===== src/core/schbp_defs.vh =====
// constants for the serial controller host bus port
`ifndef SCHBP_DEFS_VH
`define SCHBP_DEFS_VH
// ************************************************************
// register indices within each set
// ************************************************************
`define SCHBP_CORE_CMD_IDX     5'h00
`define SCHBP_CORE_DATA_IDX    5'h08
`define SCHBP_CORE_IVEC_IDX    5'h02
`define SCHBP_CORE_IEN_IDX     5'h01
`define SCHBP_CORE_MIE_IDX     5'h09
`define SCHBP_CORE_IPEND_IDX   5'h03
`define SCHBP_DMA_DMA_CMD_STATUS_ADDR_REG_IDX     5'h00
`define SCHBP_DMA_IVEC_IDX     5'h01
`define SCHBP_DMA_IEN_IDX      5'h02
`define SCHBP_DMA_MIE_IDX      5'h03
`define SCHBP_DMA_IPEND_IDX    5'h04
// ************************************************************
// field positions
// ************************************************************
`define SCHBP_PTR4_MSB         3
`define SCHBP_PTR5_MSB         4
`define SCHBP_CMD_RESET_IUS    5'h07
`define SCHBP_CMD_CODE_LSB     3
`define SCHBP_CMD_SHIFT_BIT    0
`define SCHBP_BCR_SHIFT_BIT    0
`define SCHBP_BCR_SWAP_EN_BIT  1
`define SCHBP_BCR_SWAP_SEL_BIT 2
`define SCHBP_BCR_MUX_BIT      7
`define SCHBP_DMA_RST_IUS_BIT  7
`define SCHBP_MIE_BIT          3
`define SCHBP_VIS_BIT          0
`define SCHBP_CORE_SRCS        6
`define SCHBP_DMA_SRCS         4
`define SCHBP_ALL_SRCS         10
`define SCHBP_BYTE_ZERO        8'h00
`endif


===== src/core/schbp_sync2.v =====
// two flip-flop synchroniser for pin inputs
`timescale 1ns/10ps
module schbp_sync2 #(
    parameter W = 1,
    parameter [W-1:0] INIT = {W{1'b0}}
) (
    input  wire         clk_sys_i,
    input  wire         nrst_i,
    input  wire         ce_i,
    input  wire [W-1:0] d_i,
    output reg  [W-1:0] q_o
);
    reg [W-1:0] meta;
    always @(posedge clk_sys_i) begin
        if (!nrst_i) begin
            meta <= INIT;
            q_o  <= INIT;
        end else if (ce_i) begin
            meta <= d_i;
            q_o  <= meta;
        end
    end
endmodule // schbp_sync2


===== src/core/schbp_prio.v =====
// fixed-priority daisy chain over all internal sources, bit 0 highest
`timescale 1ns/10ps
`include "schbp_defs.vh"
module schbp_prio (
    input  wire [`SCHBP_ALL_SRCS-1:0] pend_i,
    input  wire [`SCHBP_ALL_SRCS-1:0] ius_i,
    input  wire                       chain_in_i,
    output reg  [`SCHBP_ALL_SRCS-1:0] grant_o,
    output reg                        chain_out_o,
    output reg                        req_o
);
    integer i;
    reg     open;
    always @* begin
        open        = chain_in_i;
        grant_o     = {`SCHBP_ALL_SRCS{1'b0}};
        req_o       = 1'b0;
        // an ius blocks everything below it; core bits sit above dma
        for (i = 0; i < `SCHBP_ALL_SRCS; i = i + 1) begin
            if (open && pend_i[i] && !req_o) begin
                grant_o[i] = 1'b1;
                req_o      = 1'b1;
            end
            if (ius_i[i])
                open = 1'b0;
        end
        chain_out_o = open && !req_o;
    end
endmodule // schbp_prio


===== src/core/schbp_host_port.v =====
// host bus interface unit: bus detect, pointers, lanes, interrupt chain
//
// The plain strobed port and the register addresses are this design's own decisions.
`timescale 1ns/10ps
`include "schbp_defs.vh"
module schbp_host_port (
    input  wire                        clk_sys_i,
    input  wire                        nrst_i,
    input  wire                        ce_i,
    input  wire                        addr_strobe_n_i,
    input  wire [5:0]                  ad_addr_i,
    input  wire                        core_dma_select_i,
    input  wire                        channel_select_i,
    input  wire                        wr_i,
    input  wire                        rd_i,
    input  wire [15:0]                 data_i,
    output reg  [15:0]                 rdata_o,
    input  wire                        irq_acknowledge_n_i,
    input  wire                        chain_enable_in_i,
    output reg                         chain_enable_out_o,
    output reg                         irq_req_n_o,
    output reg  [15:0]                 ack_vector_o,
    input  wire [`SCHBP_CORE_SRCS-1:0] core_event_i,
    input  wire [`SCHBP_DMA_SRCS-1:0]  dma_event_i,
    input  wire [7:0]                  core_status_i,
    input  wire [7:0]                  core_rx_data_i,
    input  wire                        dma_to_mem_i,
    input  wire                        dma_from_mem_i,
    input  wire                        dma_addr0_i,
    input  wire [7:0]                  dma_out_byte_i,
    output reg  [15:0]                 dma_wdata_o,
    output reg  [7:0]                  dma_in_byte_o,
    output reg                         dma_in_valid_o,
    output reg                         reg_we_o,
    output reg                         reg_core_o,
    output reg                         reg_chan_o,
    output reg  [4:0]                  reg_idx_o,
    output reg  [7:0]                  reg_wdata_o,
    output reg                         bus_muxed_o
);
// ************************************************************
// functions
// ************************************************************
    function [4:0] shift_decode;
        input [5:0] ad;
        input       left;
        begin
            shift_decode = left ? ad[5:1] : ad[4:0];
        end
    endfunction
    function [7:0] lane_pick;
        input [15:0] d;
        input        upper;
        begin
            lane_pick = upper ? d[15:8] : d[7:0];
        end
    endfunction
// ************************************************************
// pin synchronisers
// ************************************************************
    wire [5:0]  s_ad;
    wire        s_as_n;
    wire        s_sel;
    wire        s_chan;
    wire        s_ack_n;
    wire        s_iei;
    wire [15:0] s_data;
    schbp_sync2 #(.W(6), .INIT(6'h00)) u_sync_ad (
        .clk_sys_i (clk_sys_i),
        .nrst_i    (nrst_i),
        .ce_i      (ce_i),
        .d_i       (ad_addr_i),
        .q_o       (s_ad)
    );
    schbp_sync2 #(.W(5), .INIT(5'h1f)) u_sync_ctl (
        .clk_sys_i (clk_sys_i),
        .nrst_i    (nrst_i),
        .ce_i      (ce_i),
        .d_i       ({addr_strobe_n_i, core_dma_select_i, channel_select_i, irq_acknowledge_n_i,
                     chain_enable_in_i}),
        .q_o       ({s_as_n, s_sel, s_chan, s_ack_n, s_iei})
    );
    schbp_sync2 #(.W(16), .INIT(16'h0000)) u_sync_data (
        .clk_sys_i (clk_sys_i),
        .nrst_i    (nrst_i),
        .ce_i      (ce_i),
        .d_i       (data_i),
        .q_o       (s_data)
    );
// ************************************************************
// state
// ************************************************************
    reg        cfg_done;
    reg        as_seen;
    reg [7:0]  bus_config_reg;
    reg [3:0]  core_ptr;
    reg [4:0]  dma_ptr;
    reg        core_left;
    reg [7:0]  core_vec;
    reg [7:0]  dma_vec;
    reg        core_mie;
    reg        core_vis;
    reg        dma_mie;
    reg [`SCHBP_CORE_SRCS-1:0] core_ien;
    reg [`SCHBP_DMA_SRCS-1:0]  dma_ien;
    reg [`SCHBP_ALL_SRCS-1:0]  pend;
    reg [`SCHBP_ALL_SRCS-1:0]  irq_under_service_bit;
    reg        ack_q;
    reg        wr_q;
    reg        rd_q;
    wire [`SCHBP_ALL_SRCS-1:0] grant;
    wire       chain_out;
    wire       any_req;
    wire [7:0] wbyte = s_data[7:0];
    wire       ack_edge = !s_ack_n && !ack_q;
    wire       wr_edge = wr_i && !wr_q;
    wire       rd_edge = rd_i && !rd_q;
    // mux: ad lines decoded per cell shift mode; otherwise pointer sequences
    wire       muxed = bus_config_reg[`SCHBP_BCR_MUX_BIT];
    wire [4:0] mux_idx = shift_decode(s_ad, s_sel ? core_left
                                            : bus_config_reg[`SCHBP_BCR_SHIFT_BIT]);
    wire [4:0] core_idx = muxed ? mux_idx : {1'b0, core_ptr};
    wire [4:0] dma_idx = muxed ? mux_idx : dma_ptr;
    wire [`SCHBP_ALL_SRCS-1:0] ien_all = {dma_ien, core_ien};
    wire [`SCHBP_ALL_SRCS-1:0] mie_all = {{`SCHBP_DMA_SRCS{dma_mie}}, {`SCHBP_CORE_SRCS{core_mie}}};
    schbp_prio u_prio (
        .pend_i      (pend & ien_all & mie_all),
        .ius_i       (irq_under_service_bit),
        .chain_in_i  (s_iei),
        .grant_o     (grant),
        .chain_out_o (chain_out),
        .req_o       (any_req)
    );
    // highest active ius bit, for the reset command
    reg [`SCHBP_ALL_SRCS-1:0] top_ius;
    integer k;
    always @* begin
        top_ius = {`SCHBP_ALL_SRCS{1'b0}};
        for (k = `SCHBP_ALL_SRCS - 1; k >= 0; k = k - 1) begin
            if (irq_under_service_bit[k])
                top_ius = {`SCHBP_ALL_SRCS{1'b0}} | ({{(`SCHBP_ALL_SRCS-1){1'b0}}, 1'b1} << k);
        end
    end
    reg [3:0] cause;
    integer j;
    always @* begin
        cause = 4'h0;
        for (j = `SCHBP_ALL_SRCS - 1; j >= 0; j = j - 1) begin
            if (grant[j])
                cause = j[3:0];
        end
    end
    wire core_won = |grant[`SCHBP_CORE_SRCS-1:0];
    // a reset-ius command landing in the acknowledge cycle must not be lost
    wire ius_clr = wr_edge && cfg_done && (s_sel ? (core_idx == `SCHBP_CORE_CMD_IDX &&
                   wbyte[7:`SCHBP_CMD_CODE_LSB] == `SCHBP_CMD_RESET_IUS)
                   : (dma_idx == `SCHBP_DMA_DMA_CMD_STATUS_ADDR_REG_IDX && wbyte[`SCHBP_DMA_RST_IUS_BIT]));
    wire [7:0] next_vec = core_won ? (core_vis ? {core_vec[7:4], cause[2:0], core_vec[0]} : core_vec)
                                   : (dma_vec[`SCHBP_VIS_BIT] ? {dma_vec[7:3], cause[2:0]} : dma_vec);
// ************************************************************
// register access
// ************************************************************
    always @(posedge clk_sys_i) begin
        if (!nrst_i) begin
            cfg_done           <= 1'b0;
            as_seen            <= 1'b0;
            bus_config_reg     <= `SCHBP_BYTE_ZERO;
            core_ptr           <= 4'h0;
            dma_ptr            <= 5'h00;
            core_left          <= 1'b0;
            core_vec           <= `SCHBP_BYTE_ZERO;
            dma_vec            <= `SCHBP_BYTE_ZERO;
            core_mie           <= 1'b0;
            core_vis           <= 1'b0;
            dma_mie            <= 1'b0;
            core_ien           <= {`SCHBP_CORE_SRCS{1'b0}};
            dma_ien            <= {`SCHBP_DMA_SRCS{1'b0}};
            pend               <= {`SCHBP_ALL_SRCS{1'b0}};
            irq_under_service_bit                <= {`SCHBP_ALL_SRCS{1'b0}};
            ack_q              <= 1'b0;
            wr_q               <= 1'b0;
            rd_q               <= 1'b0;
            rdata_o            <= 16'h0000;
            chain_enable_out_o <= 1'b0;
            irq_req_n_o        <= 1'b1;
            ack_vector_o       <= 16'h0000;
            dma_wdata_o        <= 16'h0000;
            dma_in_byte_o      <= `SCHBP_BYTE_ZERO;
            dma_in_valid_o     <= 1'b0;
            reg_we_o           <= 1'b0;
            reg_core_o         <= 1'b0;
            reg_chan_o         <= 1'b0;
            reg_idx_o          <= 5'h00;
            reg_wdata_o        <= `SCHBP_BYTE_ZERO;
            bus_muxed_o        <= 1'b0;
        end else if (ce_i) begin
            ack_q    <= !s_ack_n;
            wr_q     <= wr_i;
            rd_q     <= rd_i;
            reg_we_o <= 1'b0;
            if (!s_as_n)
                as_seen <= 1'b1;
            // pending: core needs enable, dma does not; set wins over clear
            pend <= pend | ({dma_event_i, core_event_i & core_ien});
            if (wr_edge && !cfg_done) begin
                // config is written once per reset; mode bit records bus type
                cfg_done       <= 1'b1;
                bus_config_reg <= {as_seen || !s_as_n, wbyte[6:0]};
                bus_muxed_o    <= as_seen || !s_as_n;
            end else if (wr_edge) begin
                reg_we_o    <= 1'b1;
                reg_core_o  <= s_sel;
                reg_chan_o  <= s_chan;
                reg_wdata_o <= wbyte;
                if (s_sel) begin
                    reg_idx_o <= core_idx;
                    if (core_idx == `SCHBP_CORE_CMD_IDX) begin
                        if (!muxed)
                            core_ptr <= wbyte[`SCHBP_PTR4_MSB:0];
                        else
                            core_left <= wbyte[`SCHBP_CMD_SHIFT_BIT];
                        if (wbyte[7:`SCHBP_CMD_CODE_LSB] == `SCHBP_CMD_RESET_IUS)
                            irq_under_service_bit <= irq_under_service_bit & ~top_ius;
                    end else begin
                        core_ptr <= 4'h0;
                        case (core_idx)
                            `SCHBP_CORE_IVEC_IDX: core_vec <= wbyte;
                            `SCHBP_CORE_IEN_IDX:  core_ien <= wbyte[`SCHBP_CORE_SRCS-1:0];
                            `SCHBP_CORE_MIE_IDX: begin
                                core_mie <= wbyte[`SCHBP_MIE_BIT];
                                core_vis <= wbyte[`SCHBP_VIS_BIT];
                            end
                            `SCHBP_CORE_IPEND_IDX: pend[`SCHBP_CORE_SRCS-1:0] <= (core_event_i & core_ien) |
                                (pend[`SCHBP_CORE_SRCS-1:0] & ~wbyte[`SCHBP_CORE_SRCS-1:0]);
                            default: core_ptr <= 4'h0;
                        endcase
                    end
                end else begin
                    reg_idx_o <= dma_idx;
                    if (dma_idx == `SCHBP_DMA_DMA_CMD_STATUS_ADDR_REG_IDX) begin
                        if (!muxed)
                            dma_ptr <= wbyte[`SCHBP_PTR5_MSB:0];
                        if (wbyte[`SCHBP_DMA_RST_IUS_BIT])
                            irq_under_service_bit <= irq_under_service_bit & ~top_ius;
                    end else begin
                        dma_ptr <= 5'h00;
                        case (dma_idx)
                            `SCHBP_DMA_IVEC_IDX: dma_vec <= wbyte;
                            `SCHBP_DMA_IEN_IDX:  dma_ien <= wbyte[`SCHBP_DMA_SRCS-1:0];
                            `SCHBP_DMA_MIE_IDX:  dma_mie <= wbyte[`SCHBP_MIE_BIT];
                            `SCHBP_DMA_IPEND_IDX: pend[`SCHBP_ALL_SRCS-1:`SCHBP_CORE_SRCS] <=
                                dma_event_i | (pend[`SCHBP_ALL_SRCS-1:`SCHBP_CORE_SRCS] & ~wbyte[3:0]);
                            default: dma_ptr <= 5'h00;
                        endcase
                    end
                end
            end
            if (rd_edge) begin
                // read byte driven on both lanes
                if (s_sel) begin
                    if (core_idx != `SCHBP_CORE_CMD_IDX)
                        core_ptr <= 4'h0;
                    case (core_idx)
                        `SCHBP_CORE_CMD_IDX:   rdata_o <= {2{core_status_i}};
                        `SCHBP_CORE_DATA_IDX:  rdata_o <= {2{core_rx_data_i}};
                        `SCHBP_CORE_IVEC_IDX:  rdata_o <= {2{core_vec}};
                        `SCHBP_CORE_IPEND_IDX: rdata_o <= {2{2'b00, pend[`SCHBP_CORE_SRCS-1:0]}};
                        default:               rdata_o <= 16'h0000;
                    endcase
                end else begin
                    if (dma_idx != `SCHBP_DMA_DMA_CMD_STATUS_ADDR_REG_IDX)
                        dma_ptr <= 5'h00;
                    case (dma_idx)
                        `SCHBP_DMA_DMA_CMD_STATUS_ADDR_REG_IDX:  rdata_o <= {2{3'b000, dma_ptr}};
                        `SCHBP_DMA_IVEC_IDX:  rdata_o <= {2{dma_vec}};
                        `SCHBP_DMA_IEN_IDX:   rdata_o <= {2{4'h0, dma_ien}};
                        `SCHBP_DMA_MIE_IDX:   rdata_o <= {2{4'h0, dma_mie, 3'b000}};
                        `SCHBP_DMA_IPEND_IDX: rdata_o <= {2{4'h0, pend[`SCHBP_ALL_SRCS-1:`SCHBP_CORE_SRCS]}};
                        default:              rdata_o <= 16'h0000;
                    endcase
                end
            end
            // ************************************************************
            // interrupt chain
            // ************************************************************
            irq_req_n_o        <= !any_req;
            chain_enable_out_o <= chain_out;
            if (ack_edge && any_req) begin
                irq_under_service_bit          <= (irq_under_service_bit & ~(ius_clr ? top_ius : {`SCHBP_ALL_SRCS{1'b0}})) | grant;
                pend         <= (pend & ~grant) | {dma_event_i, core_event_i & core_ien};
                ack_vector_o <= {2{next_vec}};
            end
            // ************************************************************
            // dma byte lanes
            // ************************************************************
            dma_wdata_o    <= dma_to_mem_i ? {2{dma_out_byte_i}} : 16'h0000;
            dma_in_valid_o <= dma_from_mem_i;
            dma_in_byte_o  <= lane_pick(s_data, bus_config_reg[`SCHBP_BCR_SWAP_EN_BIT] &&
                              (bus_config_reg[`SCHBP_BCR_SWAP_SEL_BIT] ? dma_addr0_i : !dma_addr0_i));
        end
    end
endmodule // schbp_host_port


===== config.mk =====
export PLATFORM = sky130hd
export DESIGN_NAME = schbp_host_port
export DESIGN_NICKNAME = d
export VERILOG_FILES = /design/src/core/schbp_sync2.v /design/src/core/schbp_prio.v /design/src/core/schbp_host_port.v
export VERILOG_INCLUDE_DIRS = /design/src /design/src/core
export SDC_FILE = /design/constraint.sdc
export NUM_CORES = 1
export LEC_CHECK = 0
export ABC_AREA = 1
export BUFFER_PORTS_ARGS = -buffer_cell sky130_fd_sc_hd__buf_2
export CAP_MARGIN = 15
export CORE_UTILIZATION = 50
export CTS_CLUSTER_DIAMETER = 100
export DETAILED_ROUTE_END_ITERATION = 16
export PLACE_DENSITY = 0.73
export SLEW_MARGIN = 40
export SYNTH_ARGS = -nofsm -noshare
export SYNTH_HDL_FRONTEND = slang
export SYNTH_SLANG_ARGS = --single-unit

===== constraint.sdc =====
create_clock -name clk_sys_i -period 1.73 [get_ports clk_sys_i]
set_input_delay 0.173 -clock clk_sys_i [delete_from_list [all_inputs] [get_ports clk_sys_i]]
set_output_delay 0.173 -clock clk_sys_i [all_outputs]
set_load 0.05 [all_outputs]

==> metrics.md <==
| Metric | Value |
|---|---|
| Worst R2R Start | u_sync_ctl.q_o[3] |
| CTS tree | built |
| Number of global-route vias before repair | roughly 9100 |
| Core footprint | 16640 µm² |
| Maximum clock path buffer count | 2 |
| R2R depth | 14 |
| Place WS | -0.4501 ns |
| Post-synthesis simple-gate area fraction | 27.82% |
| Initial antenna violation count | 1 |
| Registers with the most flip-flops | u_sync_data.meta (16), u_sync_data.q_o (16) |
| Final Util | between 70 and 80% |
| Sum Neg Setup Slack | -20.29 ns |
| Most frequent cell after synthesis | nand2_1 |
| Largest net degree at the start of global routing | a little under 100 |
| Num CTS Buffers | 17 |
| Clk sink count | approximately 170 |
| Slew Limit Headroom | 58.84% |
| Worst-path clk slew | ~0.070 ns |
| Post-DRT Antenna Nets | 0 |
| Clk_lat worst skew | 0.44 ns |
| Max-slew violation count | 0 |
| Root Driver | clkbuf_16 |
| Share of cells above drive strength 1 | 37.21% |
| Drt wl/cell | 17.40 µm |
| Crit end category | register |
| Outcome | complete, but fails checks |
| Largest family of logic cells by synthesized area | simple AND/OR/NAND/NOR gates |
| Adder-cell share of the synthesized area | 0% |
| Post-Synth XOR/XNOR Area | 0.1027% |
| Switch share | 29.26% |
| WHS Path Cells | 3 |
| Ys async rst share | 0% |
| Sequential cell area | between 3000 and 4000 µm² |
| Reg2Reg Setup Slack | -0.45 ns |
| Buffers on Ports | around 140 |
| First drt pass iteration count | 6 |
| GR Util All Layers | 32.89% |
| Die area | 17580 µm² |
| # fillers | approximately 1200 |
| RD Place Congestion | 0.9370 |
| Worst Hold Slack | 0.006439 ns |
| Net count of the finished layout | 1620 |
| Pwr dens | 787.2 nW/µm² |
| Synth Flop Type | dfxtp_1 |
| Sw Pwr | 2890 µW |
| Top Ports | 145 |
| Fmax | around 0.46 GHz |
| Synth cell count leaders | nand2_1 (244), dfxtp_1 (173), o21ai_0 (148), nor2_1 (131), a21oi_1 (126) |
| Register area share after synthesis | 40.61% |
| Compound-Gate Fraction of Synth Area | 21.02% |
| Crit path required time | 2.09 ns |
| Starting density of the core | 51.24% |
| Via count | 10100 |
| Power, Total | 9875 µW |
| Post-synth EDFFs | 0 |
| Syn Std Cell Area | 8528 µm² |
| Pleak | 0.005665 µW |
| Setup CP Type | register to register |
| Final worst slack | -0.4493 ns |
| Failing checks | setup timing |
| Die Y | 132.6 µm |
| Area growth, synth to finish | 47.09% |
| Tightest Pin Transition | 0.6174 ns |
| Syn nets | roughly 1300 |
| Initial DRC count | 993 |
| Minimum clock period | 2.179 ns |
| Mux contribution to synthesized area | 0% |
| Clock share of power | 39.3% |
| Sequential share of power | 43.0% |
| Post-synth top area share | about 40% |
| Syn Inst Count | 1230 |
| Detail Placement HPWL | between 15000 and 20000 µm |
| Synthesized flop and latch total | 173 |
| Worst Hold End | rd_q |
| Crit Reg-Reg Endpoint | dma_vec[0] |
| MaxCap Viol Count | 0 |
| Final setup viols | between 80 and 90 |
| Critical Path AT | 2.54 ns |
| Die width | 132.6 µm |
| # rows | 47 |
| Int Pwr | 6986 µW |
| RSZ-0062 raised after global routing | yes |
| WL final | approximately 31000 µm |
| Logic pwr share | 17.7% |
| Worst clock skew | 0.005652 ns |
| Netlist cell types | 40 |
| H-tree depth | 4 |
| Final Hold Fails | 0 |
| Yosys top cell by area | dfxtp_1 |
| Peak VDD IR | 761.2 µV |
| Global-route wire length before repair | 45450 µm |
| Max FO, Critical Path | 7 |
| Mapped Avg Cell Area | 6.933 µm² |
| Congestion Overflow GR | 0 |
| CP Launch Type | register |
| Warnings from Yosys | 0 |
| Area of the multi-input gates | 4951 µm² |
| Vias/cell | 5.656 |
| Synth top area cells | dfxtp_1 (41%), nand2_1 (11%), o21ai_0 (8.7%), a21oi_1 (7.4%), nor2_1 (5.8%) |
| Tcrit/Tclk final | 126.0% |
| DRC | 0 |
| Type of the worst min-delay path | primary input to register |
| HP Start | rd_i |
cells in the final DEF, fill, tap and decap left out, types with 17 or more instances in the layout:
cell / n
nand3_1: 58
dlygate4sd3_1: 36
nand2_4: 18
nand2_1: 216
clkbuf_16: 17
dfxtp_1: 164
buf_2: 144
nand2_2: 21
nor2_1: 120
a21oi_2: 23
buf_6: 33
inv_1: 87
o21ai_2: 22
inv_2: 17
a21oi_1: 102
nor2_4: 22
o21ai_0: 102
buf_4: 165
o211ai_1: 27
o21ai_1: 33
worst max path at each step:
stage                                 start                       end  slack [ns]  cells past startpoint
after floorplan                 bus_muxed_o  irq_under_service_bit[9]       -0.12                     14
after global placement    u_sync_ctl.q_o[3]  irq_under_service_bit[9]       -0.37                     13
after detailed placement  u_sync_ctl.q_o[3]  irq_under_service_bit[8]       -0.45                     13
after CTS                 u_sync_ctl.q_o[0]           ack_vector_o[8]       -0.24                     12
after global routing              core_left  irq_under_service_bit[2]       -0.51                     12
final                     u_sync_ctl.q_o[3]                dma_vec[0]       -0.45                     14
per-layer routing:
metal | part of all wire [%] | global-route usage, % | vias to the layer above
li1 | - | - | 4713
met1 | 39 | 40.79 | 4665
met2 | 47 | 54.97 | 560
met3 | 8.8 | 5.900 | 156
met4 | 5.7 | 16.22 | 2
met5 | 0.042 | 0 | -
area by class of cell:
class,count,area share (%)
diodes,1,0.01995
clock buffers,22,3.940
clock inverters,10,0.7880
inverters,116,3.830
multi-input cells,861,39.47
flip-flops and latches,173,27.80
well taps,220,2.194
repair buffers,381,21.93
repair inverters,1,0.02992
through the flow:
stage | instance area (µm²) | std cells
3_3_place_gp | 10340 | 1670
3_5_place_dp | 10340 | 1670
5_1_grt | 12540 | 1784
6_report | 12540 | 1785
4_1_cts | 11930 | 1767
2_1_floorplan | 8569 | 1230
cells by family after synthesis:
group	after synthesis
buffers and inverters	200
DFF	173
and+or+nand+nor	523
AOI/OAI and AO/OA	333
xor gates and xnor gates	1
worst max-delay path, stage by stage (launching register included):
cell and delay [ns]:
dfxtp_4 0.43, inv_8 0.07, nand2_8 0.10, nand3_4 0.08
nand3_4 0.10, nand2_4 0.07, buf_6 0.12, nor2_4 0.15
nand2_4 0.09, inv_4 0.07, nand3_4 0.15, buf_6 0.16
nor2_4 0.22, o21ai_1 0.11, a21oi_1 0.17
timing repair:
action,CTS,global route
setup endpoints to repair,76,81
cloned,7,0
hold buffers,36,0
buffers inserted,24,20
endpoints found under the hold margin,36,0
resized for setup,145,134
pin swaps,60,55
power groups by stage:
stage / registers, µW / clock network [µW] / logic (µW)
global route: 4260 / 4070 / 1850
CTS: 4230 / 3870 / 1560
finish: 4250 / 3880 / 1740
floorplan: 4460 / 0 / 704
global placement: 4320 / 0 / 1320
detailed placement: 4320 / 0 / 1330
Power figures use the tool's default switching activity.
